**src/logic/rrs_pkg.sv**
```systemverilog
package rrs_pkg;

  // clock rate in kHz, so a time in ms times this is a whole cycle count
  localparam int unsigned CLK_KHZ = 25000;

  // longest hold of the internal power-on reset, in ms
  localparam int unsigned POR_MAX_MS = 110;
  // least wait from supplies up to the first bus access, in ms
  localparam int unsigned SDIO_WAIT_MS = 150;
  // least gap after both requests low before the next toggle, in ms
  localparam int unsigned DISCHARGE_MS = 10;

  // cycle counts; every figure is an exact multiple of the period,
  // so the round-down (longest) and round-up (least) counts agree
  localparam int unsigned POR_MAX_CYCLES = POR_MAX_MS * CLK_KHZ;
  localparam int unsigned SDIO_WAIT_CYCLES = SDIO_WAIT_MS * CLK_KHZ;
  localparam int unsigned DISCHARGE_CYCLES = DISCHARGE_MS * CLK_KHZ;

  // edges spent by the pin synchroniser, state register and output flop
  localparam int unsigned POR_PIPE_CYCLES = 4;

  // counter width; holds the largest count above (3,750,000)
  localparam int unsigned CNT_W = 22;

  // device power-on state, gray along off -> por -> run
  typedef enum logic [1:0] {
    RRS_DEV_OFF = 2'h0,
    RRS_DEV_POR = 2'h1,
    RRS_DEV_RUN = 2'h3
  } rrs_dev_state_t;

  // host request state, gray along idle -> on -> discharge
  typedef enum logic [1:0] {
    RRS_HOST_IDLE = 2'h0,
    RRS_HOST_ON = 2'h1,
    RRS_HOST_DISCH = 2'h3
  } rrs_host_state_t;

endpackage

```
**src/logic/rrs_link_if.sv**
```systemverilog
// the two power-request lines from the host gpios to the device pins
interface rrs_link_if;
  logic wlan_power_request; // high asks for wlan power and wlan out of reset
  logic bt_power_request; // high asks for bluetooth (and fm) out of reset

  // host drives both lines
  modport host (
    output wlan_power_request,
    output bt_power_request
  );

  // device only samples them
  modport device (
    input wlan_power_request,
    input bt_power_request
  );
endinterface

```
**src/logic/rrs_device.sv**
```systemverilog
// Notes on behaviour
// - regulators on when either request high
// - wlan in reset unless wlan request high
// - regulators off when both requests low
// - bluetooth in reset unless bt request high
// - fm core follows bluetooth reset state
// - power-on reset ends within 110 ms
// - host waits 150 ms before bus access
// - host keeps 10 ms after both low
// - all host delays are minimums only
module rrs_device #(
  // long counts are parameters so a simulation can shorten them
  parameter int unsigned POR_CYCLES = rrs_pkg::POR_MAX_CYCLES,
  parameter int unsigned DISCHARGE_CYCLES = rrs_pkg::DISCHARGE_CYCLES
) (
  input wire logic sys_clk,
  input wire logic resetn,
  rrs_link_if.device link,
  input wire logic core_supply,
  input wire logic io_supply,
  output logic regulator_enable,
  output logic wlan_reset_n,
  output logic bt_reset_n,
  output logic fm_reset_n,
  output logic por_active,
  output logic early_toggle
);

  // last count value of the power-on hold, trimmed by pipeline latency
  // so the whole delay from pin to release stays within the limit
  localparam logic [rrs_pkg::CNT_W-1:0] POR_LAST =
    rrs_pkg::CNT_W'(POR_CYCLES - rrs_pkg::POR_PIPE_CYCLES);

  // last count value of the regulator discharge window
  localparam logic [rrs_pkg::CNT_W-1:0] DISCH_LAST =
    rrs_pkg::CNT_W'(DISCHARGE_CYCLES - 1);

  // raw pins, all from outside this clock domain
  logic [3:0] pin_raw;
  // first synchroniser stage, read only by the second
  logic [3:0] sync_meta;
  // second stage, the only copy that logic looks at
  logic [3:0] sync_pin;

  // synchronised views of each pin
  logic wl_req; // wlan power request
  logic bt_req; // bluetooth power request
  logic supplies_up; // both core and io supply past threshold
  logic any_req; // either request high

  // power-on state and its next value
  rrs_pkg::rrs_dev_state_t state;
  rrs_pkg::rrs_dev_state_t next_state;

  // power-on hold counter
  logic [rrs_pkg::CNT_W-1:0] por_cnt;

  // discharge tracking
  logic any_req_d; // any_req one cycle ago
  logic discharging; // regulator discharge window open
  logic [rrs_pkg::CNT_W-1:0] disch_cnt;

  // power-on reset completed
  logic por_done;

  assign pin_raw = {io_supply, core_supply, link.bt_power_request,
                    link.wlan_power_request};

  // two-flop synchroniser for every incoming pin
  always_ff @(posedge sys_clk or negedge resetn) begin
    if (!resetn) begin
      sync_meta <= 4'h0;
      sync_pin <= 4'h0;
    end else begin
      sync_meta <= pin_raw;
      sync_pin <= sync_meta;
    end
  end

  assign wl_req = sync_pin[0];
  assign bt_req = sync_pin[1];
  assign supplies_up = sync_pin[2] & sync_pin[3];
  // the two requests are simply ored for the regulators
  assign any_req = wl_req | bt_req;
  assign por_done = (state == rrs_pkg::RRS_DEV_RUN);

  // power-on sequencing: off until both supplies up, hold, then run
  always_comb begin
    next_state = state;
    unique case (state)
      rrs_pkg::RRS_DEV_OFF: begin
        // wait for both supplies
        if (supplies_up) begin
          next_state = rrs_pkg::RRS_DEV_POR;
        end
      end
      rrs_pkg::RRS_DEV_POR: begin
        // a supply dip restarts the whole hold
        if (!supplies_up) begin
          next_state = rrs_pkg::RRS_DEV_OFF;
        end else if (por_cnt == POR_LAST) begin
          next_state = rrs_pkg::RRS_DEV_RUN;
        end
      end
      rrs_pkg::RRS_DEV_RUN: begin
        // losing a supply puts the device back under power-on reset
        if (!supplies_up) begin
          next_state = rrs_pkg::RRS_DEV_OFF;
        end
      end
      default: begin
        // code 2'h2 is unused; recover to off
        next_state = rrs_pkg::RRS_DEV_OFF;
      end
    endcase
  end

  // state register
  always_ff @(posedge sys_clk or negedge resetn) begin
    if (!resetn) begin
      state <= rrs_pkg::RRS_DEV_OFF;
    end else begin
      state <= next_state;
    end
  end

  // hold counter runs only while in the power-on hold
  always_ff @(posedge sys_clk or negedge resetn) begin
    if (!resetn) begin
      por_cnt <= '0;
    end else if (state == rrs_pkg::RRS_DEV_POR) begin
      // fixed length hold; the counter steps one past the last value on the edge that ends the hold
      por_cnt <= por_cnt + 1'b1;
    end else begin
      por_cnt <= '0;
    end
  end

  // regulator control from the ored requests
  always_ff @(posedge sys_clk or negedge resetn) begin
    if (!resetn) begin
      regulator_enable <= 1'b0;
    end else begin
      // either request on turns the regulators on, both low turns them off
      regulator_enable <= any_req;
    end
  end

  // section resets; each needs a finished power-on and its own request, fm that of bluetooth
  always_ff @(posedge sys_clk or negedge resetn) begin
    if (!resetn) begin
      wlan_reset_n <= 1'b0;
      bt_reset_n <= 1'b0;
      fm_reset_n <= 1'b0;
    end else begin
      // wlan leaves reset only with its request high (regulators then on)
      wlan_reset_n <= por_done & wl_req;
      // bluetooth stays in reset on wlan request alone
      bt_reset_n <= por_done & bt_req;
      // fm has no request of its own; it mirrors bluetooth exactly
      fm_reset_n <= por_done & bt_req;
    end
  end

  // power-on reset status flag
  // taken from the present state, not the next one, so the flag drops on
  // the same edge at which the section resets may first rise, and rises
  // on the same edge at which they are forced low again; a flag one edge
  // early would show a section out of reset while power-on reset is active
  always_ff @(posedge sys_clk or negedge resetn) begin
    if (!resetn) begin
      por_active <= 1'b1;
    end else begin
      por_active <= (state != rrs_pkg::RRS_DEV_RUN);
    end
  end

  // previous request level, used to see the both-low edge
  always_ff @(posedge sys_clk or negedge resetn) begin
    if (!resetn) begin
      any_req_d <= 1'b0;
    end else begin
      any_req_d <= any_req;
    end
  end

  // discharge window: opens when both requests have gone low
  always_ff @(posedge sys_clk or negedge resetn) begin
    if (!resetn) begin
      discharging <= 1'b0;
      disch_cnt <= '0;
    end else if (any_req_d && !any_req) begin
      // both lines just dropped; the buck regulator starts to discharge
      discharging <= 1'b1;
      disch_cnt <= '0;
    end else if (discharging) begin
      if (disch_cnt == DISCH_LAST || any_req) begin
        // window over, or host came back early (flagged below)
        discharging <= 1'b0;
        disch_cnt <= '0;
      end else begin
        disch_cnt <= disch_cnt + 1'b1;
      end
    end
  end

  // sticky note of a request toggled inside the discharge window;
  // the device still obeys the request, this only records the risk
  // of in-rush current. a later wait is always fine
  always_ff @(posedge sys_clk or negedge resetn) begin
    if (!resetn) begin
      early_toggle <= 1'b0;
    end else if (discharging && any_req) begin
      // set beats the clear below if both happen together
      early_toggle <= 1'b1;
    end else if (state == rrs_pkg::RRS_DEV_OFF) begin
      // cleared when the supplies go away
      early_toggle <= 1'b0;
    end
  end

endmodule

```
**src/flat_wrapper.sv**
```systemverilog
// flat-port wrapper written by rule: the top's interface ports become plain ports
module rrs_device_flat 
#(
                                                                
  parameter int unsigned POR_CYCLES = rrs_pkg::POR_MAX_CYCLES,
  parameter int unsigned DISCHARGE_CYCLES = rrs_pkg::DISCHARGE_CYCLES
)
  (sys_clk, resetn, core_supply, io_supply, regulator_enable, wlan_reset_n, bt_reset_n, fm_reset_n, por_active, early_toggle, link_wlan_power_request, link_bt_power_request);
  rrs_link_if link_i ();
  input wire logic sys_clk;
  input wire logic resetn;
  input wire logic core_supply;
  input wire logic io_supply;
  output logic regulator_enable;
  output logic wlan_reset_n;
  output logic bt_reset_n;
  output logic fm_reset_n;
  output logic por_active;
  output logic early_toggle;
  input wire logic [$bits(link_i.wlan_power_request)-1:0] link_wlan_power_request;
  input wire logic [$bits(link_i.bt_power_request)-1:0] link_bt_power_request;
  assign link_i.wlan_power_request = link_wlan_power_request;
  assign link_i.bt_power_request = link_bt_power_request;
  rrs_device #(.POR_CYCLES(POR_CYCLES), .DISCHARGE_CYCLES(DISCHARGE_CYCLES)) u_core (.sys_clk(sys_clk), .resetn(resetn), .link(link_i), .core_supply(core_supply), .io_supply(io_supply), .regulator_enable(regulator_enable), .wlan_reset_n(wlan_reset_n), .bt_reset_n(bt_reset_n), .fm_reset_n(fm_reset_n), .por_active(por_active), .early_toggle(early_toggle));
endmodule
```
**config.mk**
```make
export PLATFORM = sky130hd
export DESIGN_NAME = rrs_device_flat
export DESIGN_NICKNAME = d
export VERILOG_FILES = /design/src/logic/rrs_pkg.sv /design/src/logic/rrs_link_if.sv /design/src/logic/rrs_device.sv /design/src/flat_wrapper.sv
export SDC_FILE = /design/constraint.sdc
export NUM_CORES = 1
export LEC_CHECK = 0
export BUFFER_PORTS_ARGS = -buffer_cell sky130_fd_sc_hd__buf_2
export CORE_ASPECT_RATIO = 0.5
export CORE_MARGIN = 4
export CORE_UTILIZATION = 33
export CTS_BUF_LIST = sky130_fd_sc_hd__clkbuf_16
export DETAILED_ROUTE_END_ITERATION = 8
export PLACE_DENSITY = 0.57
export REMOVE_ABC_BUFFERS = 1
export SLEW_MARGIN = 20
export SYNTH_ARGS = -nofsm -noshare
export SYNTH_HDL_FRONTEND = slang
export SYNTH_SLANG_ARGS = --single-unit
```
**constraint.sdc**
```tcl
create_clock -name sys_clk -period 2.67 [get_ports sys_clk]
set_clock_uncertainty 0.1 [all_clocks]
set_input_delay 0 -clock sys_clk [delete_from_list [all_inputs] [get_ports sys_clk]]
set_output_delay 0 -clock sys_clk [all_outputs]
set_load 0.01 [all_outputs]
```
Word level (Yosys, flattened, before mapping)
Cells that the tools add are included.

operators by class
  eq/ne operators = 8
  magnitude comparators = 0
  bitwise logic cells = 4
  div/mod/pow operators = 0
  $mul = 0
  multiplexer cells = 14
  reduce and logical (&&, ||, !) cells = 8
  shift operators = 0
  $add $sub $neg = 2

operators with widths
  cell                                                   count
  two-way mux 22 bit                                     4
  adder 22 x 1 -> 22 bit, second input constant          2
  equality test 22 x 18 -> 1 bit, second input constant  1
  equality test 22 bit, second input constant            1
  two-way mux 2 bit                                      4
  case mux 2 bit (3 select lines)                        1
  two-way mux 1 bit                                      5
  != test 2 bit, second input constant                   2
  nonzero test 2 bit                                     2
  bitwise AND 1 bit                                      3
  != test 3 bit, second input constant                   1
  AND reduction 3 bit                                    1
  equality test 2 x 1 -> 1 bit, second input constant    1
  equality test 2 bit, second input constant             1
  logical AND 1 bit                                      2
  logical NOT 2 bit                                      1
  != test 2 x 1 -> 1 bit, second input constant          1
  logical NOT 1 bit                                      1
  logical OR 1 bit                                       1
  bitwise OR 1 bit                                       1

word-level totals
  output and inout bits = 6
  bits in writable memories = 0
  latch bits = 0
  bits in registers = 60
  ROM bits = 0
  memories kept = 0
  input port bits = 6
  logic and storage cells = 47

Logic depth before layout (Yosys ltp)
  depth in word-level cells = 5
  mapped depth = 8
  mapped depth without buffers = 6

Least setup slack after synthesis
Ideal clock, no wire load.

  kind = flip-flop to flip-flop
  start = reg u_core.disch_cnt[11] in the netlist's numbering
  end = reg u_core.disch_cnt[15] in the netlist's numbering
  clock period less this slack = 1,924 ps
  setup slack = 746 ps
  buffers on the path = 2
  stages on the path, launching flop included = 8
  required time = 2,444 ps
  data arrival time = 1,697 ps
  library setup time = 126 ps
  path through = dfrtp_1 or4b_1 nor3_2 nand4_2 buf_6 buf_8 a31oi_1 o22ai_1

between the ends
  cells in the longest elaborated chain, start to end = 5
  elaborated cells on any way between the ends = 6
  those cells by class = 1 x add/sub; 1 x eq/ne; 3 x mux; 1 x reduce/logical

ends and longest elaborated chain
  element                                                                         RTL line           source
  start: declaration                                                              rrs_device.sv:61   logic [rrs_pkg::CNT_W-1:0] disch_cnt;
  start signal: assignment                                                        rrs_device.sv:202  disch_cnt <= disch_cnt + 1'b1;
  parallel branches: the longest is 2 deep, another holds adder 22 x 1 -> 22 bit  --
  two-way mux 22 bit (*)                                                          rrs_device.sv:197  if (disch_cnt == DISCH_LAST || any_req) begin
  two-way mux 22 bit (*)                                                          rrs_device.sv:196  end else if (discharging) begin
  two-way mux 22 bit (*)                                                          rrs_device.sv:192  end else if (any_req_d && !any_req) begin

Every way passes the cells marked *. The select of a mux whose other input is x is not followed.
A chain may end at the register's enable or synchronous reset.

Worst setup path after layout
  start = reg u_core.disch_cnt[0] in the netlist's numbering
  end = reg u_core.disch_cnt[3] in the netlist's numbering

The elaborated chain is that of the path after synthesis.

==> flow_metrics.env <==
export IMPL_synth_cell_types=49
export IMPL_yosysWarnings=0
export IMPL_placed_area_sq_mm=0.00316
export IMPL_fp_row_count=24
export IMPL_power_mw=2.31
export IMPL_cp_data_arrival_time_ns=2.20
export IMPL_drt_iter0_drc=262
export IMPL_via_count=2448
export IMPL_leakagePower_nw=1.45
export IMPL_wire_per_inst_microns=14.8
export IMPL_hold_ws_ns=0.0272
export IMPL_period_minus_slack_ns=2.06
export IMPL_ctsResizeCount=0
export IMPL_synthCells=313
export IMPL_syn_to_final_growth_pct=17.2
export IMPL_worst_path_max_fanout=23
export IMPL_ys_seq_elements=60
export IMPL_drc=0
export IMPL_grt_antenna_before_repair=0
export IMPL_ir_drop_uv=323
export IMPL_outcome="finished, final reports clean"
export IMPL_grt_usage_pct=13.6
export IMPL_yosys_area_top_type="dfrtp_1"
export IMPL_end_kind="flip-flop"
export IMPL_cts_num_sinks=60
export IMPL_die_height_microns=75.7
export IMPL_die_w_microns=143
export IMPL_final_core_util_pct=40.2
export IMPL_path_buf_inv=1
export IMPL_critPathMaxStageDelay_ns=0.46
export IMPL_rr_startpoint="u_core.disch_cnt[0]$_DFFE_PN0P_"
export IMPL_p_switching_uw=461
export IMPL_relSlewSlack_pct=45.3
export IMPL_fp_coreArea_sq_mm=0.00883
export IMPL_nNetsFinal=340
export IMPL_rsz0062_at_grt="false"
export IMPL_netSwitchingFraction_pct=20.0
export IMPL_synth_area_leaders="dfrtp_1, a31oi_1, nand2_1"
export IMPL_hold_viol=0
export IMPL_cts_buffers=9
export IMPL_synth_ff_type="dfrtp_1"
export IMPL_dr_pass1_iters=4
export IMPL_cp_required_ns=2.81
export IMPL_syn_area_per_cell_sq_um=9.67
export IMPL_cpMaxStageDelayCell="or3b_2"
export IMPL_path_clk_slew_ns=0.05
export IMPL_yosysMostFrequentCell="dfrtp_1"
export IMPL_tightestPinTransition_ns=0.820
export IMPL_start_kind="flip-flop"
export IMPL_cts_path_max_buffers=2
export IMPL_vias_per_cell=5.42
export IMPL_p_int_mw=1.85
export IMPL_dp_hpwl_mm=4.49
export IMPL_first_global_vias=2453
export IMPL_start_util_pct=34.3
export IMPL_antennaDiodeCount=0
export IMPL_drive_gt1_share_pct=12.5
export IMPL_final_setup_viol_count=0
export IMPL_ant_nets=0
export IMPL_seqPwrFrac_pct=40.4
export IMPL_fmax_mhz=485
export IMPL_finalCritPeriodShare_pct=77.2
export IMPL_cts_root_buf="clkbuf_16"
export IMPL_clkPwrFrac_pct=56.6
export IMPL_synth_edf_count=0
export IMPL_drv_cap=0
export IMPL_slew_violations=0
export IMPL_power_density_mw_per_mm2=651
export IMPL_cp_top_family="simple AND/OR/NAND/NOR gates"
export IMPL_hold_path_class="in -> async"
export IMPL_grt_pass1_wl_mm=11.6
export IMPL_drt_wl_total_mm=6.67
export IMPL_overflow=0
export IMPL_finish_instance_area_sq_mm=0.00355
export IMPL_crit_chain="ha_1 -> nand3_1 -> nor4_1 -> nand4_2 -> buf_4 -> or3b_2 -> a31oi_1"
export IMPL_synth_common_cells="dfrtp_1, nand2_1, nor2_1"
export IMPL_crit_start="u_core.disch_cnt[0]$_DFFE_PN0P_"
export IMPL_cts_htree_levels=3
export IMPL_place_congestion=0.832
export IMPL_yosysTopAreaCellShare_pct=48.8
export IMPL_syn_cell_area_sq_mm=0.00303
export IMPL_tns_ns=0
export IMPL_clkLatencyLatePin_ns=0.32
export IMPL_port_buffers=11
export IMPL_cts_tree="yes"
export IMPL_comb_power_share_pct=3.0
export IMPL_path_class="reg -> reg"
export IMPL_grt_start_max_net_pins=47
export IMPL_dieArea_sq_mm=0.0109
export IMPL_ys_seq_area_share_pct=49.6
export IMPL_io_pins=12
export IMPL_synthArstFlopShare_pct=100
cell type report:
type	instances	area, sq um
fillers	861	5280
flip-flops and latches	60	1500
inverters	14	52.6
clock buffers	9	225
clock inverters	7	114
repair buffers	20	135
multi-input cells	225	1370
well taps	117	146
logic make-up (layout without fill, tap and decap cells):
kind of cell    after synthesis  in the layout  synth area share, %
buf+inv                      28             50                 5.08
xor+xnor                     15             15                 4.34
simple gates                143            143                 25.6
compound gates               63             63                 13.7
fa+ha+maj                     4              4                 1.65
flops                        60             60                 49.6
sequential cells by signal (all words and copies together), names as in the netlist:
signal / flops
u_core.disch_cnt: 22
u_core.wlan_reset_n: 1
u_core.regulator_enable: 1
u_core.sync_pin: 4
u_core.por_active: 1
u_core.bt_reset_n: 1
u_core.sync_meta: 4
u_core.por_cnt: 22
u_core.state: 2
u_core.early_toggle: 1
u_core.discharging: 1
metal layers:
metal | up-vias | global-route usage [%] | part of all wire [%]
met3 | 14 | 3.89 | 3.7
met5 | - | 0 | 0
met4 | 0 | 6.26 | 1.9
met2 | 47 | 22.4 | 49
met1 | 1193 | 16.8 | 45
li1 | 1194 | - | -
stage by stage:
step | setup slack, ns | std cells
after floorplan | 0.460 | 299
after global placement | 0.682 | 431
final | 0.609 | 452
after detailed placement | 0.628 | 431
after global routing | 0.452 | 452
after CTS | 0.616 | 452
cells in the final DEF, fill, tap and decap left out, types with 2 or more instances in the layout:
cell / Yosys / layout
xnor2_1: 8 / 8
dlygate4sd3_1: 0 / 5
and3_1: 8 / 8
o211ai_1: 4 / 4
nand4_1: 14 / 14
nand2_1: 31 / 31
dfrtp_1: 59 / 59
ha_1: 4 / 4
and2_1: 2 / 2
clkbuf_16: 0 / 9
and4_1: 2 / 2
or2_2: 2 / 2
a31oi_1: 22 / 22
clkinv_1: 0 / 2
nand3_1: 19 / 19
nor3_1: 7 / 7
nor4_1: 9 / 9
a21oi_1: 11 / 11
nor2_1: 24 / 24
inv_1: 14 / 14
xor2_1: 7 / 7
bufinv_16: 0 / 3
o31a_1: 2 / 2
or3b_1: 4 / 4
o22ai_1: 4 / 4
a41oi_1: 4 / 4
or3_1: 6 / 6
buf_4: 1 / 4
o41ai_1: 3 / 3
nor3_2: 2 / 2
nand3b_1: 2 / 2
o21ai_0: 9 / 9
buf_2: 2 / 11
path summary, 6_finish.rpt:
check	endpoint	slack [ns]	depth (start not counted)
max	u_core.disch_cnt[3]$_DFFE_PN0P_	0.61	7
min	u_core.disch_cnt[2]$_DFFE_PN0P_	0.03	2
max reg2reg	u_core.disch_cnt[3]$_DFFE_PN0P_	0.61	7
min reg2reg	u_core.sync_pin[0]$_DFF_PN0_	0.24	0
max in group asynchronous	u_core.early_toggle$_DFFE_PN0P_	1.53	3
min in group sys_clk	u_core.sync_meta[2]$_DFF_PN0_	0.23	2
power groups by stage:
stage          combinational (mW)  sequential [mW]  clock (mW)
2_1_floorplan              0.0274            0.946           0
3_3_place_gp               0.0632            0.947           0
3_5_place_dp               0.0649            0.948           0
4_1_cts                    0.0710            0.932        1.34
5_1_grt                    0.0801            0.934        1.39
6_report                   0.0688            0.932        1.31
repair_timing:
action,4_1_cts,5_1_grt
endpoints found under the setup margin,0,0
hold buffers,5,0
setup buffers,0,0
endpoints found under the hold margin,18,0
Power figures use the tool's default switching activity.
